==> src/logic/skip_pkg.sv <==
package skip_pkg;

  localparam int DATA_W = 8;
  localparam int BIT_IDX_W = 3;
  localparam int SYNC_STAGES = 2;
  localparam logic [DATA_W-1:0] ONE_VAL = 8'h01;
  localparam logic [DATA_W-1:0] ZERO_VAL = 8'h00;
  localparam logic FLAG_RST = 1'b0;
  localparam int FLAG_W = 4;
  localparam int ZERO_POS = 3;
  localparam int CARRY_POS = 2;
  localparam int HALF_CARRY_POS = 1;
  localparam int OVERFLOW_POS = 0;

  // instruction classes handed over by the core decoder
  typedef enum logic [3:0] {
    OP_OTHER,
    OP_CMP_EQ_IMM,
    OP_CMP_EQ_MEM,
    OP_CMP_NE_MEM,
    OP_CMP_NE_IMM,
    OP_BIT_TEST_SKIP_IF_LOW_IO,
    OP_BIT_TEST_SKIP_IF_HIGH_IO,
    OP_BIT_TEST_SKIP_IF_LOW_MEM,
    OP_BIT_TEST_SKIP_IF_HIGH_MEM,
    OP_INC_ACC_SKIP_ZERO,
    OP_DEC_ACC_SKIP_ZERO,
    OP_INC_MEM_SKIP_ZERO,
    OP_DEC_MEM_SKIP_ZERO
  } op_e;

  typedef enum logic {
    ST_RUN,
    ST_SKIP
  } state_e;

endpackage : skip_pkg

==> src/logic/conditional_skip_unit.sv <==
// How it works
// [RULE_01] skip when acc equals immediate
// [RULE_02] skip when acc equals memory byte
// [RULE_03] compares set flags as subtraction, acc kept
// [RULE_04] skip when acc differs from memory byte
// [RULE_05] skip when acc differs from immediate
// [RULE_06] port bit low skips, flags untouched
// [RULE_07] port bit high skips, flags untouched
// [RULE_08] memory bit low skips, flags untouched
// [RULE_09] memory bit high skips, flags untouched
// [RULE_10] increment acc, set flags, skip on zero
// [RULE_11] decrement acc, set flags, skip on zero
// [RULE_12] increment memory, write back, skip zero
// [RULE_13] decrement memory, write back, skip zero
// [RULE_14] skipped instruction suppressed, pc moves past
`timescale 1ns/1ps
module conditional_skip_unit
  import skip_pkg::*;
#(
  parameter int W = DATA_W,
  parameter int BW = BIT_IDX_W
) (
  // clock and reset
  input wire logic ref_clk,
  input wire logic resetn,
  // instruction issue
  input wire logic instr_valid,
  input wire op_e instr_op,
  input wire logic [BW-1:0] bit_index,
  input wire logic [W-1:0] imm_data,
  // operand paths
  input wire logic [W-1:0] acc_value,
  input wire logic [W-1:0] mem_rd_data,
  input wire logic [W-1:0] io_pins,
  // sequencing
  output logic pc_advance,
  output logic skip_active,
  output logic suppress,
  // write paths
  output logic acc_wr_en,
  output logic [W-1:0] acc_wr_data,
  output logic mem_wr_en,
  output logic [W-1:0] mem_wr_data,
  // flags
  output logic flag_wr_en,
  output logic zero_flag,
  output logic carry_flag,
  output logic half_carry_flag,
  output logic overflow_flag
);

  logic [W-1:0] io_sync;
  logic [W-1:0] alu_a;
  logic [W-1:0] alu_b;
  logic alu_sub;
  logic [W-1:0] alu_res;
  logic alu_z;
  logic alu_c;
  logic alu_hc;
  logic alu_vf;

  state_e state_reg;
  state_e state_next;
  logic pc_advance_reg;
  logic pc_advance_next;
  logic suppress_reg;
  logic suppress_next;
  logic acc_wr_en_reg;
  logic acc_wr_en_next;
  logic [W-1:0] acc_wr_data_reg;
  logic [W-1:0] acc_wr_data_next;
  logic mem_wr_en_reg;
  logic mem_wr_en_next;
  logic [W-1:0] mem_wr_data_reg;
  logic [W-1:0] mem_wr_data_next;
  logic flag_wr_en_reg;
  logic flag_wr_en_next;
  logic [FLAG_W-1:0] flags_reg;
  logic [FLAG_W-1:0] flags_next;

  skip_port_sync #(.W(W)) u_sync (
    .ref_clk(ref_clk),
    .resetn(resetn),
    .pin_in(io_pins),
    .pin_sync(io_sync)
  );

  skip_flag_alu #(.W(W)) u_alu (
    .opa(alu_a),
    .opb(alu_b),
    .sub(alu_sub),
    .result(alu_res),
    .zero(alu_z),
    .carry(alu_c),
    .half_carry(alu_hc),
    .overflow(alu_vf)
  );

  // operand steering into the shared adder
  always_comb begin
    alu_a = acc_value;
    alu_b = ONE_VAL;
    alu_sub = 1'b1;
    case (instr_op)
      OP_CMP_EQ_IMM, OP_CMP_NE_IMM: begin
        alu_b = imm_data; // RULE_03
      end
      OP_CMP_EQ_MEM, OP_CMP_NE_MEM: begin
        alu_b = mem_rd_data; // RULE_03
      end
      OP_INC_ACC_SKIP_ZERO: begin
        alu_sub = 1'b0;
      end
      OP_INC_MEM_SKIP_ZERO: begin
        alu_a = mem_rd_data;
        alu_sub = 1'b0;
      end
      OP_DEC_MEM_SKIP_ZERO: begin
        alu_a = mem_rd_data;
      end
      default: begin
        alu_a = acc_value;
      end
    endcase
  end

  always_comb begin
    state_next = state_reg;
    pc_advance_next = 1'b0;
    suppress_next = 1'b0;
    acc_wr_en_next = 1'b0;
    acc_wr_data_next = acc_wr_data_reg;
    mem_wr_en_next = 1'b0;
    mem_wr_data_next = mem_wr_data_reg;
    flag_wr_en_next = 1'b0;
    flags_next = flags_reg;
    if (instr_valid) begin
      case (state_reg)
        ST_SKIP: begin
          // fetched but squashed: no writes, pc steps over it
          pc_advance_next = 1'b1; // RULE_14
          suppress_next = 1'b1; // RULE_14
          state_next = ST_RUN; // RULE_14
        end
        ST_RUN: begin
          case (instr_op)
            OP_CMP_EQ_IMM, OP_CMP_EQ_MEM: begin
              pc_advance_next = 1'b1;
              flag_wr_en_next = 1'b1; // RULE_03
              flags_next = {alu_z, alu_c, alu_hc, alu_vf}; // RULE_03
              if (alu_z) begin
                state_next = ST_SKIP; // RULE_01 RULE_02
              end
            end
            OP_CMP_NE_MEM, OP_CMP_NE_IMM: begin
              pc_advance_next = 1'b1;
              flag_wr_en_next = 1'b1; // RULE_03
              flags_next = {alu_z, alu_c, alu_hc, alu_vf}; // RULE_03
              if (!alu_z) begin
                state_next = ST_SKIP; // RULE_04 RULE_05
              end
            end
            OP_BIT_TEST_SKIP_IF_LOW_IO: begin
              pc_advance_next = 1'b1;
              if (!io_sync[bit_index]) begin
                state_next = ST_SKIP; // RULE_06
              end
            end
            OP_BIT_TEST_SKIP_IF_HIGH_IO: begin
              pc_advance_next = 1'b1;
              if (io_sync[bit_index]) begin
                state_next = ST_SKIP; // RULE_07
              end
            end
            OP_BIT_TEST_SKIP_IF_LOW_MEM: begin
              pc_advance_next = 1'b1;
              if (!mem_rd_data[bit_index]) begin
                state_next = ST_SKIP; // RULE_08
              end
            end
            OP_BIT_TEST_SKIP_IF_HIGH_MEM: begin
              pc_advance_next = 1'b1;
              if (mem_rd_data[bit_index]) begin
                state_next = ST_SKIP; // RULE_09
              end
            end
            OP_INC_ACC_SKIP_ZERO, OP_DEC_ACC_SKIP_ZERO: begin
              pc_advance_next = 1'b1;
              acc_wr_en_next = 1'b1; // RULE_10 RULE_11
              acc_wr_data_next = alu_res; // RULE_10 RULE_11
              flag_wr_en_next = 1'b1;
              flags_next = {alu_z, alu_c, alu_hc, alu_vf}; // RULE_10 RULE_11
              if (alu_z) begin
                state_next = ST_SKIP; // RULE_10 RULE_11
              end
            end
            OP_INC_MEM_SKIP_ZERO, OP_DEC_MEM_SKIP_ZERO: begin
              pc_advance_next = 1'b1;
              mem_wr_en_next = 1'b1; // RULE_12 RULE_13
              mem_wr_data_next = alu_res; // RULE_12 RULE_13
              flag_wr_en_next = 1'b1;
              flags_next = {alu_z, alu_c, alu_hc, alu_vf}; // RULE_12 RULE_13
              if (alu_z) begin
                state_next = ST_SKIP; // RULE_12 RULE_13
              end
            end
            default: begin
              state_next = ST_RUN;
            end
          endcase
        end
        default: begin
          state_next = ST_RUN;
        end
      endcase
    end
  end

  always_ff @(posedge ref_clk) begin
    if (!resetn) begin
      state_reg <= ST_RUN;
      pc_advance_reg <= 1'b0;
      suppress_reg <= 1'b0;
      acc_wr_en_reg <= 1'b0;
      acc_wr_data_reg <= ZERO_VAL;
      mem_wr_en_reg <= 1'b0;
      mem_wr_data_reg <= ZERO_VAL;
      flag_wr_en_reg <= 1'b0;
      flags_reg <= {FLAG_W{FLAG_RST}};
    end else begin
      state_reg <= state_next;
      pc_advance_reg <= pc_advance_next;
      suppress_reg <= suppress_next;
      acc_wr_en_reg <= acc_wr_en_next;
      acc_wr_data_reg <= acc_wr_data_next;
      mem_wr_en_reg <= mem_wr_en_next;
      mem_wr_data_reg <= mem_wr_data_next;
      flag_wr_en_reg <= flag_wr_en_next;
      flags_reg <= flags_next;
    end
  end

  assign pc_advance = pc_advance_reg;
  assign skip_active = (state_reg == ST_SKIP);
  assign suppress = suppress_reg;
  assign acc_wr_en = acc_wr_en_reg;
  assign acc_wr_data = acc_wr_data_reg;
  assign mem_wr_en = mem_wr_en_reg;
  assign mem_wr_data = mem_wr_data_reg;
  assign flag_wr_en = flag_wr_en_reg;
  assign zero_flag = flags_reg[ZERO_POS];
  assign carry_flag = flags_reg[CARRY_POS];
  assign half_carry_flag = flags_reg[HALF_CARRY_POS];
  assign overflow_flag = flags_reg[OVERFLOW_POS];

  logic run_issue;
  assign run_issue = instr_valid && (state_reg == ST_RUN);

  a_eq_imm_skip: assert property (@(posedge ref_clk) disable iff (!resetn) // RULE_01
    run_issue && instr_op == OP_CMP_EQ_IMM |=> skip_active == $past(acc_value == imm_data))
    else $error("equal-immediate compare skip wrong");

  a_eq_mem_skip: assert property (@(posedge ref_clk) disable iff (!resetn) // RULE_02
    run_issue && instr_op == OP_CMP_EQ_MEM && acc_value == mem_rd_data |=> skip_active)
    else $error("equal-memory compare did not skip");

  a_cmp_flags_only: assert property (@(posedge ref_clk) disable iff (!resetn) // RULE_03
    run_issue && instr_op inside {OP_CMP_EQ_IMM, OP_CMP_NE_IMM}
    |=> flag_wr_en && !acc_wr_en && zero_flag == $past(acc_value == imm_data)
        && carry_flag == $past(acc_value < imm_data))
    else $error("compare flags or accumulator wrong");

  a_ne_mem_skip: assert property (@(posedge ref_clk) disable iff (!resetn) // RULE_04
    run_issue && instr_op == OP_CMP_NE_MEM |=> skip_active == $past(acc_value != mem_rd_data))
    else $error("not-equal memory compare skip wrong");

  a_ne_imm_skip: assert property (@(posedge ref_clk) disable iff (!resetn) // RULE_05
    run_issue && instr_op == OP_CMP_NE_IMM && acc_value == imm_data |=> !skip_active)
    else $error("not-equal immediate skipped on match");

  a_io_low_skip: assert property (@(posedge ref_clk) disable iff (!resetn) // RULE_06
    run_issue && instr_op == OP_BIT_TEST_SKIP_IF_LOW_IO
    |=> skip_active == !$past(io_sync[bit_index]) && !flag_wr_en)
    else $error("port low test wrong");

  a_io_high_skip: assert property (@(posedge ref_clk) disable iff (!resetn) // RULE_07
    run_issue && instr_op == OP_BIT_TEST_SKIP_IF_HIGH_IO
    |=> skip_active == $past(io_sync[bit_index]) && $stable(flags_reg))
    else $error("port high test wrong");

  a_mem_low_skip: assert property (@(posedge ref_clk) disable iff (!resetn) // RULE_08
    run_issue && instr_op == OP_BIT_TEST_SKIP_IF_LOW_MEM
    |=> skip_active == !$past(mem_rd_data[bit_index]) && !flag_wr_en)
    else $error("memory low test wrong");

  a_mem_high_skip: assert property (@(posedge ref_clk) disable iff (!resetn) // RULE_09
    run_issue && instr_op == OP_BIT_TEST_SKIP_IF_HIGH_MEM
    |=> skip_active == $past(mem_rd_data[bit_index]) && $stable(flags_reg))
    else $error("memory high test wrong");

  a_inc_acc_value: assert property (@(posedge ref_clk) disable iff (!resetn) // RULE_10
    run_issue && instr_op == OP_INC_ACC_SKIP_ZERO
    |=> acc_wr_en && acc_wr_data == W'($past(acc_value) + ONE_VAL)
        && skip_active == (acc_wr_data == ZERO_VAL))
    else $error("accumulator increment wrong");

  a_dec_acc_value: assert property (@(posedge ref_clk) disable iff (!resetn) // RULE_11
    run_issue && instr_op == OP_DEC_ACC_SKIP_ZERO && acc_value == ONE_VAL
    |=> acc_wr_en && acc_wr_data == ZERO_VAL && skip_active && zero_flag)
    else $error("accumulator decrement wrong");

  a_inc_mem_value: assert property (@(posedge ref_clk) disable iff (!resetn) // RULE_12
    run_issue && instr_op == OP_INC_MEM_SKIP_ZERO
    |=> mem_wr_en && !acc_wr_en && mem_wr_data == W'($past(mem_rd_data) + ONE_VAL))
    else $error("memory increment wrong");

  a_dec_mem_value: assert property (@(posedge ref_clk) disable iff (!resetn) // RULE_13
    run_issue && instr_op == OP_DEC_MEM_SKIP_ZERO
    |=> mem_wr_en && mem_wr_data == W'($past(mem_rd_data) - ONE_VAL)
        && skip_active == zero_flag)
    else $error("memory decrement wrong");

  a_skip_squash: assert property (@(posedge ref_clk) disable iff (!resetn) // RULE_14
    instr_valid && skip_active
    |=> suppress && pc_advance && !acc_wr_en && !mem_wr_en && !flag_wr_en
        && !skip_active && $stable(flags_reg))
    else $error("skipped instruction not suppressed");

endmodule : conditional_skip_unit

==> src/logic/skip_flag_alu.sv <==
`timescale 1ns/1ps
module skip_flag_alu
  import skip_pkg::*;
#(
  parameter int W = DATA_W
) (
  // operands
  input wire logic [W-1:0] opa,
  input wire logic [W-1:0] opb,
  input wire logic sub,
  // result and flags
  output logic [W-1:0] result,
  output logic zero,
  output logic carry,
  output logic half_carry,
  output logic overflow
);

  localparam int HALF = W / 2;

  logic [W:0] full;
  logic [HALF:0] low;

  always_comb begin
    if (sub) begin
      full = {1'b0, opa} - {1'b0, opb};
      low = {1'b0, opa[HALF-1:0]} - {1'b0, opb[HALF-1:0]};
      overflow = (opa[W-1] ^ opb[W-1]) & (opa[W-1] ^ full[W-1]);
    end else begin
      full = {1'b0, opa} + {1'b0, opb};
      low = {1'b0, opa[HALF-1:0]} + {1'b0, opb[HALF-1:0]};
      overflow = ~(opa[W-1] ^ opb[W-1]) & (opa[W-1] ^ full[W-1]);
    end
    result = full[W-1:0];
    // carry doubles as borrow on subtraction
    carry = full[W];
    half_carry = low[HALF];
    zero = (full[W-1:0] == '0);
  end

endmodule : skip_flag_alu

==> src/logic/skip_port_sync.sv <==
`timescale 1ns/1ps
module skip_port_sync
  import skip_pkg::*;
#(
  parameter int W = DATA_W
) (
  // clock and reset
  input wire logic ref_clk,
  input wire logic resetn,
  // pins in, synchronised out
  input wire logic [W-1:0] pin_in,
  output logic [W-1:0] pin_sync
);

  logic [W-1:0] meta_reg;
  logic [W-1:0] meta_next;
  logic [W-1:0] sync_reg;
  logic [W-1:0] sync_next;

  always_comb begin
    meta_next = pin_in;
    sync_next = meta_reg;
  end

  always_ff @(posedge ref_clk) begin
    if (!resetn) begin
      meta_reg <= '0;
      sync_reg <= '0;
    end else begin
      meta_reg <= meta_next;
      sync_reg <= sync_next;
    end
  end

  assign pin_sync = sync_reg;

endmodule : skip_port_sync

==> config.mk <==
export PLATFORM = sky130hd
export DESIGN_NAME = conditional_skip_unit
export DESIGN_NICKNAME = d
export VERILOG_FILES = /design/src/logic/skip_pkg.sv /design/src/logic/conditional_skip_unit.sv /design/src/logic/skip_flag_alu.sv /design/src/logic/skip_port_sync.sv
export SDC_FILE = /design/constraint.sdc
export NUM_CORES = 1
export LEC_CHECK = 0
export BUFFER_PORTS_ARGS = -buffer_cell sky130_fd_sc_hd__buf_2
export CAP_MARGIN = 20
export CORE_ASPECT_RATIO = 1.4
export CORE_MARGIN = 4
export CORE_UTILIZATION = 58
export CTS_CLUSTER_SIZE = 20
export DETAILED_ROUTE_END_ITERATION = 6
export PLACE_DENSITY = 0.86
export SYNTH_ARGS = -nofsm -noshare
export SYNTH_HDL_FRONTEND = slang
export SYNTH_SLANG_ARGS = --single-unit
export TNS_END_PERCENT = 1
==> constraint.sdc <==
create_clock -name ref_clk -period 7.45 [get_ports ref_clk]
set_clock_uncertainty 0.1 [all_clocks]
set_input_delay 0.3725 -clock ref_clk [delete_from_list [all_inputs] [get_ports ref_clk]]
set_output_delay 0.3725 -clock ref_clk [all_outputs]
set_load 0.02 [all_outputs]
Yosys cells after proc, flatten, opt, wreduce, memory -nomap -nowiden
Cells that the tools add are included.
- equal/unequal tests: 12
- reduce and logical (&&, ||, !) cells: 15
- bitwise gates (word level): 9
- add/sub/neg operators: 4
- magnitude comparators: 1
- muxes and demuxes: 23
- operators with widths (cell ; count):
    4-bit == test, second input constant ; 5
    4-bit by 3-bit == test with 1-bit output, second input constant ; 4
    8-bit one-hot mux with 2 select lines ; 1
    1-bit 2-to-1 mux ; 14
    12-bit OR reduction ; 1
    2-bit OR reduction ; 6
    8-bit by 8-bit adder with 9-bit output ; 1
    9-bit 2-to-1 mux ; 1
    3-bit AND reduction ; 3
    8-bit by 8-bit subtractor with 9-bit output ; 1
    4-bit by 2-bit == test with 1-bit output, second input constant ; 2
    8-bit logical NOT ; 1
    8-bit 2-to-1 mux ; 1
    8-bit OR reduction ; 1
    1-bit binary-select mux with 3-bit select ; 2
    1-bit one-hot mux with 6 select lines ; 1
    6-bit OR reduction ; 1
    4-bit by 4-bit adder with 5-bit output ; 1
    5-bit 2-to-1 mux ; 1
    4-bit by 4-bit subtractor with 5-bit output ; 1
    4-bit by 1-bit == test with 1-bit output, second input constant ; 1
    3-bit by 4-bit < comparator with 1-bit output, second input constant ; 1
    1-bit NOT ; 4
    1-bit one-hot mux with 2 select lines ; 2
    4 further kinds ; 7
- register bits: 42
- bits of input ports: 42

Depth between registers and ports, before layout
Gate-level depths: netlist of run 1.
- depth in word-level cells: 9
- depth in mapped cells: 16

Hierarchy
Synthesis of run 1 repeated with hierarchy kept, for this count alone.
- cells, all modules: 300
- area total of the unflattened synthesis: 2743.9 um2
- modules (own cells, without submodules) (module ; area each (um2) ; cells an instance ; times used):
    conditional_skip_unit ; 1442.6 ; 156 ; 1
    skip_flag_alu ; 854.6 ; 111 ; 1
    skip_port_sync ; 446.7 ; 33 ; 1

Worst setup path before layout of run 1
No wires, ideal clock.
- path kind: input to register
- start: in instr_op[0]
- end: reg state_reg, in the netlist skip_active
- arrival: 3.291 ns
- data required time: 7.229 ns
- path slack: 3.939 ns
- cell stages on the path: 14
- cells stage by stage: buf_6 or2_1 buf_6 mux2i_4 nand2_4 mux2_2 ha_1 nor2b_1 a2111o_1 a2bb2oi_1 a22oi_1 xnor2_1 nand4_1 mux2_2
- cells in the longest elaborated chain, start to end: 9
- elaborated cells between the ends (all ways): 28
- classes of those cells: add/sub: 2; eq/ne: 12; mux: 7; reduce/logical: 7
- RTL lines (item ; line ; source):
    start, declared ; conditional_skip_unit.sv:28 ; input wire op_e instr_op,
    4-bit by 2-bit == test with 1-bit output, or another cell as far along ; conditional_skip_unit.sv:104, conditional_skip_unit.sv:146 ;
    2-bit OR reduction, on equally long branches ; -- ;
    8-bit one-hot mux with 2 select lines / 8-bit 2-to-1 mux (equally long branches) ; conditional_skip_unit.sv:104 ; case (instr_op)
    8-bit by 8-bit subtractor with 9-bit output / 8-bit by 8-bit adder with 9-bit output (equally long branches) ; skip_flag_alu.sv:26, skip_flag_alu.sv:30 ;
    9-bit 2-to-1 mux ; skip_flag_alu.sv:25 ; if (sub) begin
    8-bit logical NOT ; skip_flag_alu.sv:38 ; zero = (full[W-1:0] == '0);
    1-bit 2-to-1 mux, on equally long branches ; -- ;
    1-bit one-hot mux with 6 select lines * ; conditional_skip_unit.sv:146 ; case (instr_op)
    1-bit one-hot mux with 2 select lines * ; conditional_skip_unit.sv:138 ; case (state_reg)
    end signal, assigned ; conditional_skip_unit.sv:231 ; state_reg <= state_next;
    end, declared ; conditional_skip_unit.sv:62 ; state_e state_reg;
Every way passes the cells marked *; elsewhere a longest branch is shown, timed or not.
A chain may end at the register's enable or synchronous reset.

Final worst setup path of run 1
Same ends and word-level chain as after synthesis.

==> results of run 1 <==
==> per-stage QoR <==
| step | util [%] | worst slack, ns | std cells | cell area (µm²) |
|---|---|---|---|---|
| after floorplan | - | 3.939 | 304 | 2709 |
| after global placement | 67.48 | 3.741 | 421 | 3060 |
| after detailed placement | 67.48 | 3.628 | 421 | 3060 |
| after CTS | 70.51 | 3.952 | 429 | 3198 |
| after global routing | 70.68 | 3.694 | 430 | 3206 |
| final | 70.68 | 3.932 | 430 | 3206 |
==> worst reg2reg max path: stages, from the launching register on <==
cell and delay, ns:
dfxtp_1 0.30, mux4_2 0.45, mux2i_1 0.20, mux2i_1 0.11
a211oi_2 0.25, o221a_1 0.22, nor2_1 0.04, mux2_2 0.26
==> final cells by class <==
cell class / instances / area, µm²
Clock buffer: 5 / 68.82
Timing Repair Buffer: 69 / 350.3
Clock inverter: 3 / 68.82
Inverter: 17 / 63.81
Sequential cell: 42 / 840.8
Multi-Input combinational cell: 232 / 1735
Tap cell: 62 / 77.57
Fill cell: 357 / 1330
==> power groups by stage <==
stage	Clock (mW)	Combinational, mW	Sequential [mW]
after CTS	0.219	0.153	0.238
final	0.214	0.154	0.238
after floorplan	0	0.102	0.250
after detailed placement	0	0.152	0.243
after global routing	0.226	0.170	0.239
after global placement	0	0.147	0.243
==> per-layer routing <==
metal  vias up  share of wire, %
met1      1119                37
met3        27               5.5
li1       1182                 -
met4         0               3.8
met5         -                 0
met2       103                53
==> cells in the final DEF (no fill, tap or decap), drive strengths merged, types with 5 or more instances in the layout <==
cell type / n
a21o: 5
a21oi: 11
a31oi: 9
and2: 21
buf: 69
clkbuf: 5
dfxtp: 42
ha: 20
inv: 16
mux2: 7
mux2i: 9
nand2: 51
nor2: 12
nor2b: 8
o211a: 17
o21ai: 5
xnor2: 10
==> cell families after synthesis <==
| family | Yosys count |
|---|---|
| compound gates | 61 |
| xor+xnor | 12 |
| fa+ha+maj | 22 |
| buf+inv | 30 |
| flops | 42 |
| mux | 20 |
| simple gates | 117 |
==> path summary, 6_finish.rpt <==
kind	endpoint	slack (ns)	depth (start not counted)
setup / recovery	skip_active	3.93	13
hold / removal	u_sync.meta_reg[0]	0.19	2
setup reg to reg	skip_active	5.42	7
hold reg to reg	u_sync.pin_sync[3]	0.34	1
==> metrics, run 1 <==
hold path start=io_pins[0]; WP data required=7.54 ns; Die H=88.86 µm; most frequent CP cell=mux2_2; FMAX=0.2843 GHz; synth warn=0; met1 Use GR=24.25%; Horiz. Die Dim=65.76 µm; Synth Area per Inst=8.911 µm²; global-route wire length before repair=10.43 mm; FF-to-FF Start=u_sync.pin_sync[7]; Via density=5.653; share of cells above drive strength 1=25.54%; Tcrit/Tclk final=47.22%; drt first pass iters=4; initial antenna violation count=0; Die ar.=5843 µm²; Synth Instances=304; largest net degree at the start of global routing=43; Post-synth EDFFs=0; leak pwr=1.721 nW; synthesized area=2709 µm²; routability cong.=0.8972; crit start category=primary input; starting density of the core=59.72%; Sw Ratio=28.28%; top-area cell type share of the netlist area=31.04%; Fin. Hold Viols=0; internal power=0.4345 mW; HP Class=primary input to flop; most common cell in the synthesized netlist=nand2_1; GR Util met2=41.79%; root buffer cell=clkbuf_8; synthesis-stage register bit count=42; CP max stage delay=0.42 ns; Crit Path Class=primary input to flop; setup TNS=0 ns; GR Overflow Total=0; compound-gate portion of the synthesized area=17.27%; core box area=4536 µm²; Sink Count=42; Area Growth Syn to Fin=18.34%; CP startpoint=instr_op[0]; initial DRC count=203; XOR/XNOR Fraction of Synth Area=3.880%; PwrDens=189.0 nW/µm²; adder-cell share of the synthesized area=10.72%; WL/cell=15.10 µm; Slew headroom=61.72%; Crit path arrival time=3.61 ns; hpwl dp=5.007 mm; Final min period=3.518 ns; ANT cells=0; largest family of logic cells by synthesized area=simple AND/OR/NAND/NOR gates; worst slew pin tran=0.5742 ns; CTS Buf Count=5; worst skew pair latency=0.30 ns; DRC viols=0; worst path bufs/invs=1; Min Hold Slack=0.1857 ns; ys flop type=dfxtp_1; Worst path top cell family by delay=multiplexers; slowest library cell on the worst path=a2111o_1; Nets=431; top post-synthesis cells by area=dfxtp_1 31%, ha_1 9.2%, nand2_1 6.9%, o211a_1 6.3%, and2_1 4.8%; vias in the first global route=2483; CTS Buffer Depth=2; mux contribution to synthesized area=10.48%; Mapped Nets=368; async set or reset register ratio after synthesis=0%; crit path capture type=flop; Max Transition Viols Final=0; Pwr Total=0.6058 mW; CP max FO=10; postcts setup bufs=0; hold-fix buffers at CTS=0; clock share of power=35.3%; antenna-violating nets left=0; RSZ-0062 raised after global routing=false; combinational power share=25.4%; GR Util met3=4.066%; gr busiest metal=met2; max cap viols=0; Ports=68; Seq pwr share=39.3%; Worst-path clk slew=0.09 ns; Synth top cells by count=50 x nand2_1, 42 x dfxtp_1, 21 x and2_1; peak supply drop=196.1 µV; Max H-tree Level=2; Synth Area in Simple Gates=21.71%; row cnt=29; Distinct cells, synth=48; status=completed; CTS tree=done; sequential-to-total area share from yosys stat=31.04%; Final Setup Violations=0; CP Cell Sequence=buf_2 > or2_1 > mux2i_4 > nand2_4 > mux2_2 > ha_1 > nor2b_1 > a2111o_1 > a2bb2oi_1 > a22oi_1 > xnor2_1 > nand4_1 > mux2_2; PortBufs=67; GRT Resource Usage Total=22.97%; WL final=6.491 mm; Vias=2431; Sw Pwr=0.1713 mW; largest area contributor in the netlist=dfxtp_1; post-cts sizing count=0
Power figures use the tool's default switching activity.
==> run 2: changes to the inputs <==
--- a/config.mk
+++ b/config.mk
@@ -9,10 +9,10 @@
 export CAP_MARGIN = 20
 export CORE_ASPECT_RATIO = 1.4
 export CORE_MARGIN = 4
-export CORE_UTILIZATION = 58
+export CORE_UTILIZATION = 54
 export CTS_CLUSTER_SIZE = 20
 export DETAILED_ROUTE_END_ITERATION = 6
-export PLACE_DENSITY = 0.86
+export PLACE_DENSITY = 0.81
 export SYNTH_ARGS = -nofsm -noshare
 export SYNTH_HDL_FRONTEND = slang
 export SYNTH_SLANG_ARGS = --single-unit
==> constraint.sdc (replaced) <==
create_clock -name ref_clk -period 3.6 [get_ports ref_clk]
set_clock_uncertainty 0.1 [all_clocks]
set_input_delay 0.18 -clock ref_clk [delete_from_list [all_inputs] [get_ports ref_clk]]
set_output_delay 0.18 -clock ref_clk [all_outputs]
set_load 0.02 [all_outputs]
==> run 2 against run 1 <==
Critical path type unchanged. Power rose by 86%. Combinational power rose by 120%. Wire length fell by 1.1%. Die area rose by 6.6%. Cell count rose by 2.8%. Sequential power rose by 110%. Largest cell class unchanged. Sequential cell count did not move. Global-route usage fell by 1.4 points. Via count fell by 0.41%. Sequential share of layout area fell by 0.41 points.
==> metrics, run 2 (same netlist as run 1, synthesis figures left out) <==
status=completed; vias in the first global route=2435; most frequent CP cell=mux2_2; Final min period=3.255 ns; Max H-tree Level=2; routability cong.=0.9021; WP data required=3.69 ns; hpwl dp=5.042 mm; pre-CTS setup slack=0.06312 ns; root buffer cell=clkbuf_8; worst skew pair latency=0.29 ns; starting density of the core=55.94%; initial DRC count=201; postcts setup bufs=0; commonest non-fill, non-tap cell in the layout=buf_2; worst setup path endpoint=skip_active; FMAX=0.3072 GHz; Max Transition Viols Final=0; PortBufs=67; CP startpoint=instr_op[1]; worst slew pin tran=0.5859 ns; Tcrit/Tclk final=90.41%; WL final=6.420 mm; most frequent cells in the layout=67 x buf_2, 50 x nand2_1, 42 x dfxtp_1, 21 x and2_1, 20 x ha_1; row cnt=30; CTS Buffer Depth=2; Via density=5.477; Die H=91.81 µm; max cap viols=0; Pwr Total=1.129 mW; slack of the critical path=0.3452 ns; number of cells on the critical path=13; Crit path arrival time=3.34 ns; initial antenna violation count=0; global-route wire length before repair=10.58 mm; worst path bufs/invs=1; CP max stage delay=0.42 ns; RSZ-0062 raised after global routing=false; Ports=68; Placed Cells=427; core box area=4842 µm²; Worst-path clk slew=0.08 ns; CP max FO=9; Non-Filler Instances=442; antenna-violating nets left=0; drt first pass iters=4; share of cells above drive strength 1=25.66%; DRC viols=0; leak pwr=1.741 nW; Die ar.=6230 µm²; Horiz. Die Dim=67.86 µm; CTS Buf Count=5; FF-to-FF Start=u_sync.pin_sync[7]; fill cell count=393; CP Cell Sequence=buf_2 > or2_1 > mux2i_4 > nand2_4 > mux2_2 > ha_1 > nor2b_1 > a2111o_1 > a2bb2oi_1 > a22oi_1 > xnor2_1 > nand4_1 > mux2_2; Crit Path Class=primary input to flop; CTS tree=done; largest net degree at the start of global routing=43; WL/cell=14.52 µm; Worst path top cell family by delay=multiplexers; RR Endpoint=skip_active; Fin. Hold Viols=0; Slew headroom=60.94%; setup TNS=0 ns; GRT Resource Usage Total=21.59%; worst reg2reg setup slack=1.56 ns; crit start category=primary input; Nets=441; Final Setup Violations=0; ANT cells=0; peak supply drop=328.7 µV; crit path capture type=flop; Vias=2421; HP Class=primary input to flop; slowest library cell on the worst path=a2111o_1; GR Overflow Total=0; Area Growth Syn to Fin=20.23%; Sink Count=42; r2r worst-path depth=7; PwrDens=346.7 nW/µm²
run 2: report_power, final:
| part | internal, mW | switching, mW |
|---|---|---|
| sequential | 0.485 | 0.00739 |
| clock | 0.140 | 0.163 |
| combinational | 0.149 | 0.185 |
| total | 0.774 | 0.355 |
run 2: how the worst min path moves through the flow:
| stage | depth (start not counted) | start | slack, ns | end |
|---|---|---|---|---|
| floorplan | 1 | io_pins[0] | 0.21 | u_sync.meta_reg[0] |
| finish | 2 | io_pins[2] | 0.02 | u_sync.meta_reg[2] |
| global route | 2 | io_pins[2] | 0.03 | u_sync.meta_reg[2] |
| global placement | 2 | io_pins[1] | 0.28 | u_sync.meta_reg[1] |
| detailed placement | 2 | io_pins[1] | 0.29 | u_sync.meta_reg[1] |
| CTS | 2 | io_pins[2] | 0.02 | u_sync.meta_reg[2] |
run 2: layout make-up:
type                       instances  area (µm²)  area share (%)
tap                               64       80.08           2.459
timing repair buffer              79       442.9           13.60
clock buffer                       5       68.82           2.113
multi-input combinational        232        1735           53.28
clock inverter                     3       25.02          0.7683
sequential                        42       840.8           25.82
inverter                          17       63.81           1.959
run 2: routing by layer:
metal / part of all wire [%] / GRT usage [%] / vias to the layer above
li1: - / - / 1200
met1: 39 / 24.32 / 1124
met2: 53 / 38.83 / 86
met3: 6.4 / 4.779 / 11
met4: 1.6 / 6.965 / 0
met5: 0 / 0 / -
run 2: repair_timing:
action                                 4_1_cts  5_1_grt
endpoints found under the hold margin        7        0
resized for setup                            0        0
hold buffers                                 7        0
run 2: per-stage QoR:
step                hold WS, ns  cell area (µm²)  util [%]
detailed placement       0.2918             3093     63.88
finish                  0.02220             3257     67.26
floorplan                0.2073             2709         -
CTS                     0.01893             3257     67.26
global route            0.03475             3257     67.26
global placement         0.2845             3093     63.88
